==> src/psc_pkg.sv <==
package psc_pkg;

  // ---------------------------------------------------------------
  // Geometry
  // ---------------------------------------------------------------
  localparam int unsigned NUM_PORTS = 4;
  localparam int unsigned ADDR_W    = 8;
  localparam int unsigned DATA_W    = 32;
  localparam int unsigned CTRL_W    = 16;
  localparam int unsigned MADDR_W   = 5;
  localparam int unsigned UPPER_W   = 3;
  localparam int unsigned IDX_W     = 2;

  // ---------------------------------------------------------------
  // Register byte offsets
  // ---------------------------------------------------------------
  localparam logic [ADDR_W-1:0] OFS_CTRL_BASE = 8'h00;
  localparam logic [ADDR_W-1:0] OFS_STAT_BASE = 8'h10;
  localparam logic [ADDR_W-1:0] OFS_GLOBAL    = 8'h20;
  localparam logic [ADDR_W-1:0] OFS_STRIDE    = 8'h04;

  // ---------------------------------------------------------------
  // Field positions of the control and status words; BIT_BCAST and BIT_UPPER are in the global word
  // ---------------------------------------------------------------
  localparam int unsigned BIT_FIBER   = 0;
  localparam int unsigned BIT_SERIAL  = 1;
  localparam int unsigned BIT_CIM     = 3;
  localparam int unsigned BIT_SCR_BYP = 4;
  localparam int unsigned BIT_COD_BYP = 6;
  localparam int unsigned BIT_DUPLEX  = 8;
  localparam int unsigned BIT_CARRIER_SENSE_SELECT_STRAP = 10;
  localparam int unsigned BIT_ANEG    = 12;
  localparam int unsigned BIT_SPEED   = 13;
  localparam int unsigned BIT_MADDR   = 16;
  localparam int unsigned BIT_CRS_OUT = 24;
  localparam int unsigned BIT_BCAST   = 0;
  localparam int unsigned BIT_UPPER   = 4;

  // Writable bits of a control word
  localparam logic [CTRL_W-1:0] CTRL_WMASK = 16'h355B;

  // ---------------------------------------------------------------
  // Reset values and broadcast address
  // ---------------------------------------------------------------
  localparam logic [CTRL_W-1:0] CTRL_RESET  = 16'h3000;
  localparam logic [MADDR_W-1:0] BCAST_ADDR = 5'h00;

endpackage : psc_pkg

==> src/psc_strap_config.sv <==
// Decided for this implementation: the address map and register access over APB.
`timescale 1ns/1ps
`default_nettype none

module psc_strap_config #(
  parameter int unsigned NPORTS = psc_pkg::NUM_PORTS
) (
  input  wire logic                       i_core_clk,
  input  wire logic                       i_rst,
  // APB slave
  input  wire logic                       i_psel,
  input  wire logic                       i_penable,
  input  wire logic                       i_pwrite,
  input  wire logic [psc_pkg::ADDR_W-1:0] i_paddr,
  input  wire logic [psc_pkg::DATA_W-1:0] i_pwdata,
  output logic      [psc_pkg::DATA_W-1:0] o_prdata,
  output logic                            o_pready,
  output logic                            o_pslverr,
  // Straps from pins
  input  wire logic [NPORTS-1:0]          i_aneg_strap,
  input  wire logic [NPORTS-1:0]          i_duplex_strap,
  input  wire logic [NPORTS-1:0]          i_carrier_sense_select_strap,
  input  wire logic [NPORTS-1:0]          i_serial_mode_strap,
  input  wire logic [NPORTS-1:0]          i_carrier_integrity_strap,
  input  wire logic [NPORTS-1:0]          i_codec_bypass_strap,
  input  wire logic [NPORTS-1:0]          i_scrambler_bypass_strap,
  input  wire logic [NPORTS-1:0]          i_speed_strap,
  input  wire logic [NPORTS-1:0]          i_fiber_mode_strap,
  input  wire logic                       i_broadcast_mgmt_strap,
  input  wire logic [2:0]                 i_mgmt_address_upper_strap,
  // Core-side inputs
  input  wire logic [NPORTS-1:0]          i_aneg_full_duplex,
  input  wire logic [NPORTS-1:0]          i_aneg_speed_100,
  input  wire logic [NPORTS-1:0]          i_rx_active,
  input  wire logic [NPORTS-1:0]          i_tx_active,
  input  wire logic [4:0]                 i_frame_addr,
  input  wire logic                       i_frame_valid,
  // Merged settings
  output logic      [NPORTS-1:0]          o_aneg_enable,
  output logic      [NPORTS-1:0]          o_aneg_restart,
  output logic      [NPORTS-1:0]          o_full_duplex,
  output logic      [NPORTS-1:0]          o_speed_100,
  output logic      [NPORTS-1:0]          o_crs_rx_only,
  output logic      [NPORTS-1:0]          o_serial_mode,
  output logic      [NPORTS-1:0]          o_cim_enable,
  output logic      [NPORTS-1:0]          o_codec_bypass,
  output logic      [NPORTS-1:0]          o_scrambler_bypass,
  output logic      [NPORTS-1:0]          o_fiber_mode,
  output logic      [NPORTS-1:0]          o_carrier_sense_out,
  output logic      [5*NPORTS-1:0]        o_mgmt_addr,
  output logic      [NPORTS-1:0]          o_addr_hit
);

  localparam int unsigned SYNC_W = 9 * NPORTS + 4;

  // ---------------------------------------------------------------
  // Strap synchroniser
  // ---------------------------------------------------------------
  logic [SYNC_W-1:0] sync1_q;
  logic [SYNC_W-1:0] sync1_d;

  logic [SYNC_W-1:0] sync2_q;
  logic [SYNC_W-1:0] sync2_d;

  always_comb begin
    sync1_d = {i_aneg_strap,
               i_duplex_strap,
               i_carrier_sense_select_strap,
               i_serial_mode_strap,
               i_carrier_integrity_strap,
               i_codec_bypass_strap,
               i_scrambler_bypass_strap,
               i_speed_strap,
               i_fiber_mode_strap,
               i_broadcast_mgmt_strap,
               i_mgmt_address_upper_strap};
    sync2_d = sync1_q;
  end

  always_ff @(posedge i_core_clk or posedge i_rst) begin
    if (i_rst) begin
      sync1_q <= '0;
      sync2_q <= '0;
    end else begin
      sync1_q <= sync1_d;
      sync2_q <= sync2_d;
    end
  end

  logic [NPORTS-1:0] s_aneg;
  logic [NPORTS-1:0] s_dup;
  logic [NPORTS-1:0] s_crs;
  logic [NPORTS-1:0] s_ser;
  logic [NPORTS-1:0] s_cim;
  logic [NPORTS-1:0] s_cod;
  logic [NPORTS-1:0] s_scr;
  logic [NPORTS-1:0] s_spd;
  logic [NPORTS-1:0] s_fib;

  logic              s_bcast;
  logic [2:0]        s_upper;

  assign {s_aneg,
          s_dup,
          s_crs,
          s_ser,
          s_cim,
          s_cod,
          s_scr,
          s_spd,
          s_fib,
          s_bcast,
          s_upper} = sync2_q;

  // ---------------------------------------------------------------
  // APB register file
  // ---------------------------------------------------------------
  logic [psc_pkg::CTRL_W-1:0] ctrl_q [NPORTS];
  logic [psc_pkg::CTRL_W-1:0] ctrl_d [NPORTS];

  logic [psc_pkg::DATA_W-1:0] prdata_q;
  logic [psc_pkg::DATA_W-1:0] prdata_d;

  logic                       pready_q;
  logic                       pready_d;

  logic                       pslverr_q;
  logic                       pslverr_d;

  logic [psc_pkg::DATA_W-1:0] stat_word [NPORTS];

  // ---------------------------------------------------------------
  // Address decode
  // ---------------------------------------------------------------
  logic                       setup;
  logic                       wr_done;
  logic [NPORTS-1:0]          wr_port;

  logic                       hit_ctrl;
  logic                       hit_stat;
  logic                       hit_glob;

  logic [psc_pkg::ADDR_W-1:0] rel_ctrl;
  logic [psc_pkg::ADDR_W-1:0] rel_stat;

  logic [1:0]                 sel_idx_c;
  logic [1:0]                 sel_idx_s;

  always_comb begin
    setup     = i_psel & ~i_penable;
    wr_done   = i_psel & i_penable & pready_q
                & i_pwrite & ~pslverr_q;
    rel_ctrl  = i_paddr - psc_pkg::OFS_CTRL_BASE;
    rel_stat  = i_paddr - psc_pkg::OFS_STAT_BASE;
    sel_idx_c = rel_ctrl[3:2];
    sel_idx_s = rel_stat[3:2];
    hit_ctrl  = (i_paddr >= psc_pkg::OFS_CTRL_BASE) && (i_paddr[1:0] == 2'h0)
                && (i_paddr < psc_pkg::OFS_STAT_BASE);
    hit_stat  = (i_paddr >= psc_pkg::OFS_STAT_BASE) && (i_paddr[1:0] == 2'h0)
                && (i_paddr < psc_pkg::OFS_GLOBAL);
    hit_glob  = (i_paddr == psc_pkg::OFS_GLOBAL);
    for (int p = 0; p < NPORTS; p++) begin
      wr_port[p] = wr_done & hit_ctrl & (sel_idx_c == 2'(p));
    end
  end

  // ---------------------------------------------------------------
  // APB answer
  // ---------------------------------------------------------------
  always_comb begin
    pready_d  = setup;
    pslverr_d = setup & ~(hit_ctrl | hit_stat | hit_glob);
    prdata_d  = prdata_q;
    if (setup) begin
      prdata_d = 32'h0000_0000;
      if (!i_pwrite) begin
        if (hit_ctrl) begin
          prdata_d[psc_pkg::CTRL_W-1:0] = ctrl_q[sel_idx_c];
        end else if (hit_stat) begin
          prdata_d = stat_word[sel_idx_s];
        end else if (hit_glob) begin
          prdata_d[psc_pkg::BIT_BCAST] = s_bcast;
          prdata_d[psc_pkg::BIT_UPPER +: 3] = s_upper;
        end
      end
    end
  end

  always_ff @(posedge i_core_clk or posedge i_rst) begin
    if (i_rst) begin
      prdata_q  <= 32'h0000_0000;
      pready_q  <= 1'b0;
      pslverr_q <= 1'b0;
    end else begin
      prdata_q  <= prdata_d;
      pready_q  <= pready_d;
      pslverr_q <= pslverr_d;
    end
  end

  assign o_prdata  = prdata_q;
  assign o_pready  = pready_q;
  assign o_pslverr = pslverr_q;

  // ---------------------------------------------------------------
  // Control registers
  // ---------------------------------------------------------------
  always_comb begin
    for (int p = 0; p < NPORTS; p++) begin
      ctrl_d[p] = ctrl_q[p];
      if (wr_port[p]) begin
        ctrl_d[p] = i_pwdata[psc_pkg::CTRL_W-1:0] & psc_pkg::CTRL_WMASK;
      end
    end
  end

  always_ff @(posedge i_core_clk or posedge i_rst) begin
    if (i_rst) begin
      for (int p = 0; p < NPORTS; p++) begin
        ctrl_q[p] <= psc_pkg::CTRL_RESET;
      end
    end else begin
      for (int p = 0; p < NPORTS; p++) begin
        ctrl_q[p] <= ctrl_d[p];
      end
    end
  end

  // ---------------------------------------------------------------
  // Per-port merge
  // ---------------------------------------------------------------
  for (genvar g = 0; g < NPORTS; g++) begin : g_port
    psc_port_merge #(
      .PORT_IDX (2'(g))
    ) u_merge (
      .i_core_clk                   (i_core_clk),
      .i_rst                        (i_rst),
      .i_aneg_strap                 (s_aneg[g]),
      .i_duplex_strap               (s_dup[g]),
      .i_carrier_sense_select_strap (s_crs[g]),
      .i_serial_mode_strap          (s_ser[g]),
      .i_carrier_integrity_strap    (s_cim[g]),
      .i_codec_bypass_strap         (s_cod[g]),
      .i_scrambler_bypass_strap     (s_scr[g]),
      .i_speed_strap                (s_spd[g]),
      .i_fiber_mode_strap           (s_fib[g]),
      .i_broadcast_mgmt_strap       (s_bcast),
      .i_mgmt_address_upper_strap   (s_upper),
      .i_ctrl                       (ctrl_q[g]),
      .i_aneg_full_duplex           (i_aneg_full_duplex[g]),
      .i_aneg_speed_100             (i_aneg_speed_100[g]),
      .i_rx_active                  (i_rx_active[g]),
      .i_tx_active                  (i_tx_active[g]),
      .i_frame_addr                 (i_frame_addr),
      .i_frame_valid                (i_frame_valid),
      .o_aneg_enable                (o_aneg_enable[g]),
      .o_aneg_restart               (o_aneg_restart[g]),
      .o_full_duplex                (o_full_duplex[g]),
      .o_speed_100                  (o_speed_100[g]),
      .o_crs_rx_only                (o_crs_rx_only[g]),
      .o_serial_mode                (o_serial_mode[g]),
      .o_cim_enable                 (o_cim_enable[g]),
      .o_codec_bypass               (o_codec_bypass[g]),
      .o_scrambler_bypass           (o_scrambler_bypass[g]),
      .o_fiber_mode                 (o_fiber_mode[g]),
      .o_carrier_sense_out          (o_carrier_sense_out[g]),
      .o_mgmt_addr                  (o_mgmt_addr[5*g +: 5]),
      .o_addr_hit                   (o_addr_hit[g])
    );

    // Status word shows the merged state of the port
    always_comb begin
      stat_word[g]                         = 32'h0000_0000;
      stat_word[g][psc_pkg::BIT_FIBER]     = o_fiber_mode[g];
      stat_word[g][psc_pkg::BIT_SERIAL]    = o_serial_mode[g];
      stat_word[g][psc_pkg::BIT_CIM]       = o_cim_enable[g];
      stat_word[g][psc_pkg::BIT_SCR_BYP]   = o_scrambler_bypass[g];
      stat_word[g][psc_pkg::BIT_COD_BYP]   = o_codec_bypass[g];
      stat_word[g][psc_pkg::BIT_DUPLEX]    = o_full_duplex[g];
      stat_word[g][psc_pkg::BIT_CARRIER_SENSE_SELECT_STRAP]   = o_crs_rx_only[g];
      stat_word[g][psc_pkg::BIT_ANEG]      = o_aneg_enable[g];
      stat_word[g][psc_pkg::BIT_SPEED]     = o_speed_100[g];
      stat_word[g][psc_pkg::BIT_MADDR +: 5] = o_mgmt_addr[5*g +: 5];
      stat_word[g][psc_pkg::BIT_CRS_OUT]   = o_carrier_sense_out[g];
    end
  end

endmodule : psc_strap_config

`default_nettype wire

==> src/psc_port_merge.sv <==
`timescale 1ns/1ps
`default_nettype none

module psc_port_merge #(
  parameter logic [1:0] PORT_IDX = 2'h0
) (
  input  wire logic        i_core_clk,
  input  wire logic        i_rst,
  input  wire logic        i_aneg_strap,
  input  wire logic        i_duplex_strap,
  input  wire logic        i_carrier_sense_select_strap,
  input  wire logic        i_serial_mode_strap,
  input  wire logic        i_carrier_integrity_strap,
  input  wire logic        i_codec_bypass_strap,
  input  wire logic        i_scrambler_bypass_strap,
  input  wire logic        i_speed_strap,
  input  wire logic        i_fiber_mode_strap,
  input  wire logic        i_broadcast_mgmt_strap,
  input  wire logic [2:0]  i_mgmt_address_upper_strap,
  input  wire logic [15:0] i_ctrl,
  input  wire logic        i_aneg_full_duplex,
  input  wire logic        i_aneg_speed_100,
  input  wire logic        i_rx_active,
  input  wire logic        i_tx_active,
  input  wire logic [4:0]  i_frame_addr,
  input  wire logic        i_frame_valid,
  output logic             o_aneg_enable,
  output logic             o_aneg_restart,
  output logic             o_full_duplex,
  output logic             o_speed_100,
  output logic             o_crs_rx_only,
  output logic             o_serial_mode,
  output logic             o_cim_enable,
  output logic             o_codec_bypass,
  output logic             o_scrambler_bypass,
  output logic             o_fiber_mode,
  output logic             o_carrier_sense_out,
  output logic [4:0]       o_mgmt_addr,
  output logic             o_addr_hit
);

  // ---------------------------------------------------------------
  // Merge of straps and control bits
  // ---------------------------------------------------------------
  logic       strap_prev_q;
  logic       strap_prev_d;
  logic [15:0] out_q;
  logic [15:0] out_d;
  logic [4:0] addr_q;
  logic [4:0] addr_d;
  logic       aneg;
  logic       carrier_sense_select_strap;

  always_comb begin
    aneg         = i_aneg_strap & i_ctrl[psc_pkg::BIT_ANEG];
    carrier_sense_select_strap      = i_carrier_sense_select_strap | i_ctrl[psc_pkg::BIT_CARRIER_SENSE_SELECT_STRAP];
    strap_prev_d = i_aneg_strap;
    out_d        = '0;
    out_d[0]     = aneg;
    out_d[1]     = i_aneg_strap & ~strap_prev_q;
    if (aneg) begin
      out_d[2] = i_aneg_full_duplex & i_ctrl[psc_pkg::BIT_DUPLEX];
      out_d[3] = i_aneg_speed_100;
    end else begin
      out_d[2] = i_duplex_strap | i_ctrl[psc_pkg::BIT_DUPLEX];
      out_d[3] = i_speed_strap & i_ctrl[psc_pkg::BIT_SPEED];
    end
    out_d[4]  = carrier_sense_select_strap;
    out_d[5]  = i_serial_mode_strap | i_ctrl[psc_pkg::BIT_SERIAL];
    out_d[6]  = i_carrier_integrity_strap | i_ctrl[psc_pkg::BIT_CIM];
    out_d[7]  = i_codec_bypass_strap | i_ctrl[psc_pkg::BIT_COD_BYP];
    out_d[8]  = i_scrambler_bypass_strap | i_ctrl[psc_pkg::BIT_SCR_BYP];
    out_d[9]  = i_fiber_mode_strap | i_ctrl[psc_pkg::BIT_FIBER];
    out_d[10] = carrier_sense_select_strap ? i_rx_active : (i_rx_active | i_tx_active);
    addr_d    = {i_mgmt_address_upper_strap, PORT_IDX};
    out_d[11] = i_frame_valid & ((i_frame_addr == addr_q)
                | (i_broadcast_mgmt_strap & (i_frame_addr == psc_pkg::BCAST_ADDR)));
  end

  always_ff @(posedge i_core_clk or posedge i_rst) begin
    if (i_rst) begin
      strap_prev_q <= 1'b0;
      out_q        <= 16'h0000;
      addr_q       <= 5'h00;
    end else begin
      strap_prev_q <= strap_prev_d;
      out_q        <= out_d;
      addr_q       <= addr_d;
    end
  end

  assign o_aneg_enable       = out_q[0];
  assign o_aneg_restart      = out_q[1];
  assign o_full_duplex       = out_q[2];
  assign o_speed_100         = out_q[3];
  assign o_crs_rx_only       = out_q[4];
  assign o_serial_mode       = out_q[5];
  assign o_cim_enable        = out_q[6];
  assign o_codec_bypass      = out_q[7];
  assign o_scrambler_bypass  = out_q[8];
  assign o_fiber_mode        = out_q[9];
  assign o_carrier_sense_out = out_q[10];
  assign o_addr_hit          = out_q[11];
  assign o_mgmt_addr         = addr_q;

endmodule : psc_port_merge

`default_nettype wire

==> config.mk <==
export PLATFORM = sky130hd
export DESIGN_NAME = psc_strap_config
export DESIGN_NICKNAME = d
export VERILOG_FILES = /design/src/psc_pkg.sv /design/src/psc_strap_config.sv /design/src/psc_port_merge.sv
export SDC_FILE = /design/constraint.sdc
export NUM_CORES = 1
export LEC_CHECK = 0
export ABC_AREA = 1
export BUFFER_PORTS_ARGS = -buffer_cell sky130_fd_sc_hd__buf_2
export CORE_MARGIN = 2
export CORE_UTILIZATION = 55
export DETAILED_ROUTE_END_ITERATION = 8
export PLACE_DENSITY_LB_ADDON = 0.05
export SLEW_MARGIN = 30
export SYNTH_ARGS = -nofsm -noshare
export SYNTH_HDL_FRONTEND = slang
export SYNTH_SLANG_ARGS = --single-unit
==> constraint.sdc <==
create_clock -name i_core_clk -period 9.63 [get_ports i_core_clk]
set_clock_uncertainty 0.05 [all_clocks]
set_input_delay 0.963 -clock i_core_clk [delete_from_list [all_inputs] [get_ports i_core_clk]]
set_output_delay 0.963 -clock i_core_clk [all_outputs]
set_load 0.05 [all_outputs]
; Word level (Yosys, flattened, before mapping)
; Index checks and enable logic that the tools add are counted.
[classes]
add_sub_neg = 1
n_mul = 0
div_mod_pow = 0
order_cmp = 6
eq_ne = 8
n_shift = 0
muxes = 23
bitwise = 79
reduce_logical = 7
[op_table]
columns = cell, n
row1 = $mux 32, 3
row2 = $bmux 32 s2, 1
row3 = $mux 16, 4
row4 = $or 1x1->1, 38
row5 = $and 1x1->1, 32
row6 = $bmux 16 s2, 1
row7 = $mux 25, 1
row8 = $eq 5x5->1, 4
row9 = $mux 3, 3
row10 = $eq 8x6->1 const B, 1
row11 = $ge 8x1->1 const B, 1
row12 = $ge 8x5->1 const B, 1
row13 = $lt 8x5->1 const B, 1
row14 = $lt 8x6->1 const B, 1
row15 = $mux 2, 4
row16 = $not 1->1, 7
row17 = $ge 3x3->1 const B, 2
row18 = $mux 1, 6
row19 = $not 2->3, 2
row20 = $logic_not 5->1, 1
row21 = $eq 2x2->1 const B, 2
row22 = $logic_and 1x1->1, 4
row23 = $logic_not 2->1, 2
row24 = $sub 4x1->4 const B, 1
row25 = $eq 2x1->1 const B, 1
[totals]
ff_bits = 214
latchBits = 0
ramBits = 0
rom_bits = 0
input_bits = 107
output_inout_bits = 102
word_cells = 144
memories = 0

; Logic depth before layout (Yosys ltp)
; Gate-level depths: netlist of run 1.
[logic_depth]
word_depth = 8
mapped_depth = 11
depth_no_buf = 9

; By module
; A second synthesis of run 1 with hierarchy kept.
[hier_totals]
hier_cells = 834
area_unflattened_um2 = 7950.1
[modules_own_cells]
columns = mod, instances, cells_per_inst, area_per_inst_um2, seq_area_each_um2
row1 = psc_strap_config, 1, 586, 5440.2, 3363.2
row2 = psc_port_merge at g_port[1].u_merge ..., 2, 63, 636.9, 425.4
row3 = psc_port_merge at g_port[3].u_merge, 1, 60, 626.9, 425.4
row4 = psc_port_merge at g_port[0].u_merge, 1, 62, 609.3, 400.4

; Worst setup path after synthesis of run 1
; No wires, ideal clock.
[synth_path]
path_kind = input port to flip-flop
from = input port i_paddr[1] (netlist bit)
to = register ctrl_q[16] (netlist bit)
setup_ns = 0.121
t_arrival_ns = 1.895
t_required_ns = 9.459
path_slack_ns = 7.564
stages = 7
n_path_buf = 1
cell_sequence = nor2_2 > nand3_4 > nor2_8 > nand3_4 > buf_6 > nand2_1 > o21ai_2
[synth_between]
elab_chain_len = 5
word_cells_on_any_way = 7
cone_classes = order compare (2) / bitwise (2) / reduce/logical (3)
[synth_lines]
columns = element, line_no
row1 = from (decl), psc_strap_config.sv:14  ; input wire logic [psc_pkg::ADDR_W-1:0] i_paddr,
row2 = $ge 8x1->1 / $logic_not 2->1 (equally long branches), psc_strap_config.sv:157  ; hit_ctrl = (i_paddr >= psc_pkg::OFS_CTRL_BASE) && (i_paddr[1:0] == 2'h0)
row3 = $logic_and 1x1->1, psc_strap_config.sv:157
row4 = $logic_and 1x1->1 *, psc_strap_config.sv:158  ; && (i_paddr < psc_pkg::OFS_STAT_BASE);
row5 = $and 1x1->1 * (2 in a row), psc_strap_config.sv:163  ; wr_port[p] = wr_done & hit_ctrl & (sel_idx_c == 2'(p));
row6 = "to (signal, indexed assignment)", psc_strap_config.sv:220  ; ctrl_q[p] <= psc_pkg::CTRL_RESET;
row7 = "to (signal, indexed assignment)", psc_strap_config.sv:224  ; ctrl_q[p] <= ctrl_d[p];
row8 = to (decl), psc_strap_config.sv:118  ; logic [psc_pkg::CTRL_W-1:0] ctrl_q [NPORTS];
; Every way passes the cells marked *; elsewhere a longest branch is shown, timed or not.
; A chain may end at the register's enable or synchronous reset.

; Worst setup path after layout of run 1
[layout_path]
from = input port i_paddr[2] (netlist bit)
to = register ctrl_q[4] (netlist bit)
[layout_between]
elab_chain_len = 5
word_cells_on_any_way = 7
cone_classes = order compare (2) / eq/ne (1) / bitwise (2) / reduce/logical (2)
[layout_lines]
columns = element, line_no
row1 = $ge 8x1->1, psc_strap_config.sv:157
row2 = $logic_and 1x1->1, psc_strap_config.sv:157
row3 = $logic_and 1x1->1, psc_strap_config.sv:158
row4 = $and 1x1->1, psc_strap_config.sv:163
row5 = $and 1x1->1 *, psc_strap_config.sv:163
; Marked as above.

==> run metrics, run 1 <==
root buffer cell sky130_fd_sc_hd__clkbuf_16; antenna-violating nets left 0; half-perimeter wire length of the detailed placement result 10.76 mm; count of input and output buffers 165; Power per Cell Area 193.1 nW/um^2; number of enable-type register cells in the synthesized netlist 0; proportion of synthesized flip-flops having asynchronous set or reset 100.0%; kind of start point of the critical path input pin; final-stage net count 966; leakage power 4.640 nW; status finished clean; Max FO, Critical Path 21; primary flip-flop cell chosen by synthesis mapping sky130_fd_sc_hd__dfrtp_1; H-Tree Level Count 4; starting density of the core 55.61%; timing startpoint of the critical path i_paddr[2]; ports placed on the boundary 209; Cell variety after synth 32; x dimension of the die 121.8 um; Cells after DPL 1,020; area fraction in and, or, nand and nor cells after synthesis 19.14%; initial drt markers 260; count of max-cap constraint violations 0; crit end category register; Num Clock Sinks 190; Worst-path clk slew 70 ps; unrepaired setup endpoints after global routing false; area growth from synthesis to layout 13.59%; max-slew violations 0; final period utilization 23.31%; buffer levels on the longest clock path 2; count of standard-cell rows 43; area of the mapped netlist 7630 um^2; post-detailed-placement cell area 8093 um^2; total negative setup slack 0 ps; pin slew with the least headroom to its limit 781.5 ps; multiplexer share of the synthesized area 0%; Post-Syn Area per Cell 10.24 um^2; vias in the first global route 4,756; via count normalized by instance count 4.737; core box area 13,720 um^2; relative max-transition margin 47.90%; worst IR drop on VDD 0.0001169 V; number of warning messages in the yosys log 0; xor and xnor fraction of the mapped netlist area 0.5740%; commonest cells after routing, fill and taps aside 220 x sky130_fd_sc_hd__nand2_1, 182 x sky130_fd_sc_hd__dfrtp_1, 165 x sky130_fd_sc_hd__buf_2, 60 x sky130_fd_sc_hd__inv_1, 47 x sky130_fd_sc_hd__nor2_1; routed vias 4,983; largest net degree at the start of global routing 102; final wirelength 15.20 mm; TritonCTS buffer count 17; portion of the post-synthesis area used by sequential elements 62.45%; setup slack of the critical path after layout 7385 ps; post-route cell area 8667 um^2; post-synthesis adder-cell area fraction 0%; area fraction in compound gates after synthesis 5.510%; gpl congestion 0.8412; diodes inserted 0; number of hold buffers added after cts 0; source of the worst hold timing path sync1_q[29]; main combinational cell family by area after synthesis simple AND/OR/NAND/NOR gates; final instance count without filler cells 1,052; Post-CTS Setup Bufs 0; data required time at the worst endpoint 9890 ps; total power of the final layout 1.674 mW; Setup Viol. Count Final 0; CTS tree done; die area 14,830 um^2; 1st-pass router iterations 4; overall routing resource usage 21.50%; Setup WS pre-CTS 6934 ps; number of endpoints with negative hold slack in the final report 0; core occupancy in the finished layout 63.17%; post_cts resized 0; Hold WS 297.8 ps; type of the worst min-delay path register to register; most common library cell in the layout ignoring fill and taps sky130_fd_sc_hd__nand2_1; delay of the slowest critical-path stage 400 ps; vertical extent of the die 121.8 um; Critical Path AT 2510 ps; wire length of the first global-routing pass 23.87 mm; Fmax achieved 0.4455 GHz; initial antenna violation count 0; worst reg2reg startpoint o_pready; shortest period the worst path allows 2245 ps; Routed wire per std cell 14.45 um; proportion of layout cells with a drive suffix above 1 31.31%; Synth Instances 745; flop and latch count out of synthesis 190; overall overflow remaining after global route 0; cell occurring most often along the worst timing path sky130_fd_sc_hd__nand2_1; Skew-Pair Late Insertion Delay 420 ps; crit path cell chain buf_2 > nand2_1 > inv_2 > nand3_4 > nand2_1 > o21ai_2; cell family contributing the most delay on the critical path simple AND/OR/NAND/NOR gates; number of remaining DRC errors 0; slowest library cell on the worst path sky130_fd_sc_hd__buf_2; worst path buffer plus inverter count 2; start-to-end type of the worst setup path input pin to register
-- where the power goes --
group	switching, mW	internal, mW
registers	0.0122	0.827
logic	0.126	0.0376
clock network	0.287	0.385
-- worst paths after layout --
check | cells after the start | slack, ps | end
hold reg to reg | 0 | 300 | sync2_q[29]
setup / recovery | 6 | 7390 | ctrl_q[4]
hold / removal | 0 | 300 | sync2_q[29]
max in group asynchronous | 3 | 7720 | o_prdata[24]
setup reg to reg | 5 | 7990 | ctrl_q[17]
min in group asynchronous | 2 | 590 | sync1_q[37]
-- kinds of logic (layout without fill, tap and decap cells) --
family | Yosys count | in the layout
flip-flops | 190 | 190
XOR/XNOR | 5 | 5
AND/OR/NAND/NOR | 330 | 330
other | 2 | 21
AO/OA/AOI/OAI | 60 | 60
buffers and inverters | 158 | 266
-- synthesized netlist by cell type (2+ instances only) --
| cell type | count | area (um^2) |
|---|---|---|
| sky130_fd_sc_hd__nand3_1 | 21 | 105.1 |
| sky130_fd_sc_hd__buf_6 | 4 | 45.04 |
| sky130_fd_sc_hd__o21ai_2 | 28 | 245.2 |
| sky130_fd_sc_hd__nand3_4 | 5 | 87.58 |
| sky130_fd_sc_hd__nand2_1 | 220 | 825.8 |
| sky130_fd_sc_hd__a22oi_1 | 2 | 15.01 |
| sky130_fd_sc_hd__nand4_1 | 3 | 18.77 |
| sky130_fd_sc_hd__xor2_1 | 4 | 35.03 |
| sky130_fd_sc_hd__o21ai_0 | 5 | 25.02 |
| sky130_fd_sc_hd__dfstp_2 | 8 | 210.2 |
| sky130_fd_sc_hd__nor2_1 | 47 | 176.4 |
| sky130_fd_sc_hd__conb_1 | 2 | 7.510 |
| sky130_fd_sc_hd__buf_2 | 2 | 10.01 |
| sky130_fd_sc_hd__dfrtp_1 | 182 | 4554 |
| sky130_fd_sc_hd__a21oi_1 | 7 | 35.03 |
| sky130_fd_sc_hd__nor2_2 | 3 | 18.77 |
| sky130_fd_sc_hd__clkbuf_1 | 2 | 7.510 |
| sky130_fd_sc_hd__clkinv_1 | 2 | 7.510 |
| sky130_fd_sc_hd__o21bai_1 | 4 | 30.03 |
| sky130_fd_sc_hd__inv_1 | 61 | 229.0 |
| sky130_fd_sc_hd__o21ai_1 | 14 | 70.07 |
| sky130_fd_sc_hd__inv_2 | 5 | 18.77 |
| sky130_fd_sc_hd__or2_2 | 24 | 150.1 |
| sky130_fd_sc_hd__buf_4 | 82 | 615.6 |
-- registers in the layout, summed over array words and instances (netlist names) --
signal	count
g_port.u_merge.out_q	48
o_pslverr	1
sync1_q	40
ctrl_q	36
o_prdata	16
o_pready	1
sync2_q	40
g_port.u_merge.o_mgmt_addr	4
g_port.u_merge.strap_prev_q	4
-- routing by layer --
metal / share of wire [%] / GRT usage, % / up-vias
met1: 41 / 26.76 / 2379
met5: 0 / 0 / -
met4: 1.1 / 6.178 / 0
met3: 6.4 / 5.431 / 16
met2: 52 / 37.33 / 162
li1: - / - / 2426
-- cell type report --
type / instances / area, um^2
timing repair buffer: 166 / 837.1
clock inverter: 8 / 82.58
tap: 180 / 225.2
sequential: 190 / 4765
clock buffer: 24 / 491.7
inverter: 68 / 262.8
fill: 1165 / 5052
multi-input combinational: 416 / 2003
Note: power is estimated with default switching activity, not from simulation.
==> run 2: changes to the inputs <==
--- a/config.mk
+++ b/config.mk
@@ -8,7 +8,7 @@
 export ABC_AREA = 1
 export BUFFER_PORTS_ARGS = -buffer_cell sky130_fd_sc_hd__buf_2
 export CORE_MARGIN = 2
-export CORE_UTILIZATION = 55
+export CORE_UTILIZATION = 47
 export DETAILED_ROUTE_END_ITERATION = 8
 export PLACE_DENSITY_LB_ADDON = 0.05
 export SLEW_MARGIN = 30
==> constraint.sdc (replaced) <==
create_clock -name i_core_clk -period 1.9 [get_ports i_core_clk]
set_clock_uncertainty 0.05 [all_clocks]
set_input_delay 0.19 -clock i_core_clk [delete_from_list [all_inputs] [get_ports i_core_clk]]
set_output_delay 0.19 -clock i_core_clk [all_outputs]
set_load 0.05 [all_outputs]
==> run metrics, run 2 (synthesized netlist as in run 1, its figures left out) <==
worst IR drop on VDD 0.0007993 V (+580%); Net Switching 2.311 mW (+440%); number of remaining DRC errors 0 (unchanged); gpl congestion 0.8562 (+1.8%); final wirelength 16.76 mm (+10%); commonest cells after routing, fill and taps aside 220 x sky130_fd_sc_hd__nand2_1, 182 x sky130_fd_sc_hd__dfrtp_1, 165 x sky130_fd_sc_hd__buf_2, 60 x sky130_fd_sc_hd__inv_1, 60 x sky130_fd_sc_hd__dlygate4sd3_1; Power per Cell Area 918.6 nW/um^2 (+380%); count of standard-cell rows 46 (+7.0%); timing startpoint of the critical path i_penable; post-detailed-placement cell area 8278 um^2 (+2.3%); diodes inserted 0 (unchanged); most used routing layer in global routing met2; number of hold buffers added after cts 60 (+60); H-Tree Level Count 4 (unchanged); overall overflow remaining after global route 0 (unchanged); buffer levels on the longest clock path 2 (unchanged); x dimension of the die 131.4 um (+7.9%); kind of start point of the critical path input pin; ports placed on the boundary 209 (unchanged); Max FO, Critical Path 18 (-14%); Sw Share 26.59% (+1.2 points); post-route cell area 9462 um^2 (+9.2%); largest registers g_port.u_merge.out_q: 48 flops, sync1_q: 40 flops, sync2_q: 40 flops; Fmax achieved 0.5927 GHz; most common library cell in the layout ignoring fill and taps sky130_fd_sc_hd__nand2_1; destination of the critical timing path ctrl_q[52]; overall routing resource usage 20.36% (-1.1 points); shortest period the worst path allows 1687 ps; 1st-pass router iterations 4 (unchanged); Post-CTS Setup Bufs 0 (unchanged); internal power of the cells 6.381 mW (+410%); crit end category register; Worst-path clk slew 70 ps (about the same); Skew-Pair Late Insertion Delay 430 ps (about the same); die area 17,270 um^2 (+16%); count of input and output buffers 165 (unchanged); portion of total power attributed to combinational logic 11.0% (+1.2 points); start-to-end type of the worst setup path input pin to register; proportion of layout cells with a drive suffix above 1 30.58% (-0.73 points); antenna-violating nets left 0 (unchanged); initial drt markers 263 (+1.2%); Global Route met1 Usage 24.83% (-1.9 points); largest net degree at the start of global routing 68 (-33%); vias in the first global route 5,301 (+11%); sequential share of power 48.9% (-1.2 points); area growth from synthesis to layout 24.01%; half-perimeter wire length of the detailed placement result 11.92 mm (+11%); status finished clean; Setup Viol. Count Final 0 (unchanged); destination of the worst register-to-register timing path ctrl_q[52]; leakage power 4.987 nW (+7.5%); reg2reg setup slack 260 ps (-7730 ps); core occupancy in the finished layout 59.56% (-3.6 points); Hold WS 33.88 ps (-263.9 ps); number of endpoints with negative hold slack in the final report 0 (unchanged); met3 routing resource usage after global routing 5.131% (-0.30 points); worst-case reg-to-reg path depth 5 (unchanged); number of flip-flops in the largest register 48 (unchanged); root buffer cell sky130_fd_sc_hd__clkbuf_16; core box area 15,890 um^2 (+16%); Num Clock Sinks 190 (unchanged); type of the worst min-delay path input pin to register; initial antenna violation count 0 (unchanged); final period utilization 88.81%; starting density of the core 48.03% (-7.6 points); Critical Path AT 1950 ps (-560 ps); worst reg2reg startpoint o_pready; post_cts resized 0 (unchanged); global routing met2 resource utilization 35.98% (-1.3 points); final-stage net count 1,039 (+7.6%); data required time at the worst endpoint 2160 ps (-7730 ps); routed vias 5,175 (+3.9%); Reg with most FFs g_port.u_merge.out_q; via count normalized by instance count 4.457 (-5.9%); max-slew violations 0 (unchanged); CTS tree done; unrepaired setup endpoints after global routing false; count of max-cap constraint violations 0 (unchanged); wire length of the first global-routing pass 27.05 mm (+13%); TritonCTS buffer count 17 (unchanged); clock network power share 40.0% (about the same); vertical extent of the die 131.4 um (+7.9%); Routed wire per std cell 14.44 um (about the same)
-- run 2: cell types whose count changed in the layout (fill, tap and decap cells not counted), sizes merged --
cell         previous run  this run
clkbuf                 24        22
clkinvlp                4         1
bufinv                  1         0
inv                    67        72
dlygate4sd3             0        60
clkinv                  4         5
buf                   166       179
-- run 2: power by group through the flow --
stage / sequential [mW] / combinational, mW / clock, mW
4_1_cts: 4.26 / 0.969 / 3.56
3_3_place_gp: 4.33 / 0.861 / 0
6_report: 4.25 / 0.959 / 3.48
3_5_place_dp: 4.33 / 0.871 / 0
5_1_grt: 4.27 / 1.04 / 3.75
2_1_floorplan: 4.34 / 0.673 / 0
-- run 2: metrics by stage --
| stage | cells | setup TNS [ps] | power, mW | worst slack, ps |
|---|---|---|---|---|
| 2_1_floorplan | 764 | -143640 | 5.018 | -781.9 |
| 3_3_place_gp | 1069 | 0 | 5.190 | 266.1 |
| 3_5_place_dp | 1069 | 0 | 5.203 | 259.7 |
| 4_1_cts | 1161 | 0 | 8.785 | 214.9 |
| 5_1_grt | 1161 | 0 | 9.050 | 97.35 |
| 6_report | 1161 | 0 | 8.692 | 212.7 |
-- run 2: area by class of cell --
class,instances,area [um^2]
clock buffers,22,494.2
fillers,1420,6424
well taps,216,270.3
clock inverters,10,88.84
multi-input cells,416,2003
inverters,68,259.0
flip-flops and latches,190,4765
repair buffers,239,1582
-- run 2: worst max-delay path: stages --
cell and delay (ps):
sky130_fd_sc_hd__dlygate4sd3_1 520, sky130_fd_sc_hd__buf_2 110, sky130_fd_sc_hd__nand3_1 110, sky130_fd_sc_hd__nor3_4 410, sky130_fd_sc_hd__nand3_4 360, sky130_fd_sc_hd__nand2_1 190
sky130_fd_sc_hd__o21ai_2 70
-- run 2: worst min-delay path by stage --
stage,slack (ps),to,from,cells past startpoint
global route,50,g_port[2].u_merge.out_q[11],i_frame_addr[0],4
floorplan,170,sync1_q[0],i_mgmt_address_upper_strap[0],0
global placement,100,sync1_q[21],i_rst,2
detailed placement,100,sync1_q[37],i_rst,2
finish,30,g_port[1].u_merge.out_q[11],i_frame_addr[1],3
CTS,6,g_port[2].u_merge.out_q[11],i_frame_addr[0],4
-- run 2: layer usage --
| layer | part of all wire, % | up-vias |
|---|---|---|
| met5 | 0 | - |
| met4 | 1.1 | 0 |
| met3 | 4.5 | 13 |
| met2 | 53 | 130 |
| met1 | 42 | 2455 |
| li1 | - | 2577 |
==> run 3: changes to the inputs <==
--- a/config.mk
+++ b/config.mk
@@ -8,7 +8,7 @@
 export ABC_AREA = 1
 export BUFFER_PORTS_ARGS = -buffer_cell sky130_fd_sc_hd__buf_2
 export CORE_MARGIN = 2
-export CORE_UTILIZATION = 47
+export CORE_UTILIZATION = 23
 export DETAILED_ROUTE_END_ITERATION = 8
 export PLACE_DENSITY_LB_ADDON = 0.05
 export SLEW_MARGIN = 30
==> run metrics, run 3 (synthesized netlist as in run 1, its figures left out) <==
H-Tree Level Count 4 (unchanged); via count normalized by instance count 3.666 (-18%); wire length of the first global-routing pass 31.68 mm (+17%); buffer levels on the longest clock path 2 (unchanged); data required time at the worst endpoint 2220 ps (+60 ps); core box area 32,620 um^2 (+110%); Max FO, Critical Path 7 (-11); area growth from synthesis to layout 28.81%; relative max-transition margin 63.92%; initial drt markers 187 (-29%); fill cell total of the finished layout 3,438 (+140%); start-to-end type of the worst setup path register to register; count of input and output buffers 165 (unchanged); Routed wire per std cell 14.93 um (+3.4%); portion of total power attributed to combinational logic 10.9% (about the same); diodes inserted 0 (unchanged); Critical Path AT 2020 ps (+70 ps); post-route cell area 9828 um^2 (+3.9%); Fmax achieved 0.5874 GHz (-0.88%); crit path cell chain xnor2_1 > nor2b_1 > nand3_1 > a21oi_1 > dlygate4sd3_1; crit end category register; sequential share of power 47.4% (-1.5 points); delay of the slowest critical-path stage 550 ps (+30 ps); Hold WS 48.60 ps (+14.72 ps); type of the worst min-delay path input pin to register; internal power of the cells 6.410 mW (+0.45%); final period utilization 89.59% (+0.79 points); final wirelength 20.85 mm (+24%); antenna-violating nets left 0 (unchanged); core occupancy in the finished layout 30.13% (-29 points); slowest library cell on the worst path sky130_fd_sc_hd__dlygate4sd3_1; Worst-path clk slew 80 ps (about the same); max-slew violations 0 (unchanged); Sw Share 28.57% (+2.0 points); TritonCTS buffer count 17 (unchanged); initial antenna violation count 0 (unchanged); final instance count without filler cells 1,396 (+20%); half-perimeter wire length of the detailed placement result 15.16 mm (+27%); largest net degree at the start of global routing 91 (+34%); root buffer cell sky130_fd_sc_hd__clkbuf_16; total power of the final layout 8.973 mW (+3.2%); post-detailed-placement cell area 8601 um^2 (+3.9%); number of flip-flops in the largest register 48 (unchanged); Setup WS pre-CTS 303.0 ps (+43.21 ps); total routed wire length on the met1 layer 9.392 mm (+35%); total negative setup slack 0 ps (unchanged); Setup Viol. Count Final 0 (unchanged); worst IR drop on VDD 0.0006176 V (-23%); shortest period the worst path allows 1702 ps (+14.95 ps); leakage power 5.027 nW (+0.82%); sum of met3 wire segment lengths after detailed routing 976 um (+29%); starting density of the core 23.39% (-25 points); worst path buffer plus inverter count 1 (-1); final-stage net count 1,048 (+0.87%); count of standard-cell rows 66 (+43%); status finished clean; gpl congestion 0.7098 (-17%); Reg with most FFs g_port.u_merge.out_q; overall routing resource usage 12.76% (-7.6 points); 1st-pass router iterations 4 (unchanged); Power per Cell Area 913.0 nW/um^2 (-0.62%); kind of start point of the critical path register; proportion of layout cells with a drive suffix above 1 31.13% (+0.55 points); cell family contributing the most delay on the critical path buffers and inverters; vertical extent of the die 186.1 um (+42%); largest registers g_port.u_merge.out_q: 48 flops, sync1_q: 40 flops, sync2_q: 40 flops; amount of wire on met2 after detailed routing 10.16 mm (+15%); pin slew with the least headroom to its limit 541.2 ps; ports placed on the boundary 209 (unchanged); Num Clock Sinks 190 (unchanged); unrepaired setup endpoints after global routing false; commonest cells after routing, fill and taps aside 220 x sky130_fd_sc_hd__nand2_1, 182 x sky130_fd_sc_hd__dfrtp_1, 165 x sky130_fd_sc_hd__buf_2, 62 x sky130_fd_sc_hd__dlygate4sd3_1, 60 x sky130_fd_sc_hd__inv_1; Skew-Pair Late Insertion Delay 450 ps (+20 ps); x dimension of the die 186.1 um (+42%); max layer used met4; overall overflow remaining after global route 0 (unchanged); vias in the first global route 5,405 (+2.0%); setup slack of the critical path after layout 197.7 ps (-14.95 ps); Post-CTS Setup Bufs 0 (unchanged); routed vias 5,118 (-1.1%); Cells after DPL 1,302 (+22%); die area 34,650 um^2 (+100%); Net Switching 2.563 mW (+11%); clock network power share 41.7% (+1.7 points); most common library cell in the layout ignoring fill and taps sky130_fd_sc_hd__nand2_1; CTS tree done; number of remaining DRC errors 0 (unchanged); number of endpoints with negative hold slack in the final report 0 (unchanged); count of max-cap constraint violations 0 (unchanged)
==> run 3: cell count changes in the layout (fill, tap and decap cells not counted), moves of 2 or more <==
cell / change
sky130_fd_sc_hd__clkbuf_8: -4
sky130_fd_sc_hd__dlygate4sd3_1: +2
sky130_fd_sc_hd__buf_4: +8
sky130_fd_sc_hd__clkinv_8: +2
==> run 3: what timing repair did <==
| item | in CTS | in global routing |
|---|---|---|
| endpoints found under the hold margin | 239 | 0 |
| endpoints found under the setup margin | 0 | 1 |
| resized for setup | 0 | 1 |
| hold buffers | 62 | 0 |
==> run 3: power groups by stage <==
stage          Sequential [mW]  Combinational (mW)  Clock (mW)
2_1_floorplan             4.34               0.673           0
3_3_place_gp              4.34               0.913           0
3_5_place_dp              4.34               0.911           0
4_1_cts                   4.26                1.01        3.91
5_1_grt                   4.27                1.08        4.06
6_report                  4.25               0.982        3.74
==> run 3: cell type report <==
class	instances	area, um^2	share of cell area [%]
Clock buffer	18	439.2	4.468
Clock inverter	14	165.2	1.680
Inverter	68	259.0	2.635
Multi-Input combinational cell	416	2006	20.41
Sequential cell	190	4765	48.48
Tap cell	442	553.0	5.627
Timing Repair Buffer	248	1642	16.70
==> run 3: path summary, 6_finish.rpt <==
kind	startpoint	cells after the start	slack, ps	end
setup / recovery	g_port[3].u_merge.o_mgmt_addr[1]	5	200	g_port[2].u_merge.out_q[11]
hold / removal	i_pwdata[0]	3	50	ctrl_q[16]
setup reg to reg	g_port[3].u_merge.o_mgmt_addr[1]	5	200	g_port[2].u_merge.out_q[11]
hold reg to reg	sync1_q[29]	0	300	sync2_q[29]
max in group asynchronous	i_rst	4	910	o_prdata[18]
min in group asynchronous	i_rst	4	380	g_port[1].u_merge.strap_prev_q
==> run 3: worst register-to-register path: stages (launching register included) <==
cell and delay, ps:
sky130_fd_sc_hd__dfrtp_1 460, sky130_fd_sc_hd__xnor2_1 220, sky130_fd_sc_hd__nor2b_1 160, sky130_fd_sc_hd__nand3_1 80, sky130_fd_sc_hd__a21oi_1 110, sky130_fd_sc_hd__dlygate4sd3_1 550
==> run 3: metal layers <==
metal,vias up,global-route usage [%]
met2,118,21.29
met1,2394,15.94
li1,2591,-
met3,15,3.602
met4,0,4.157
met5,-,0
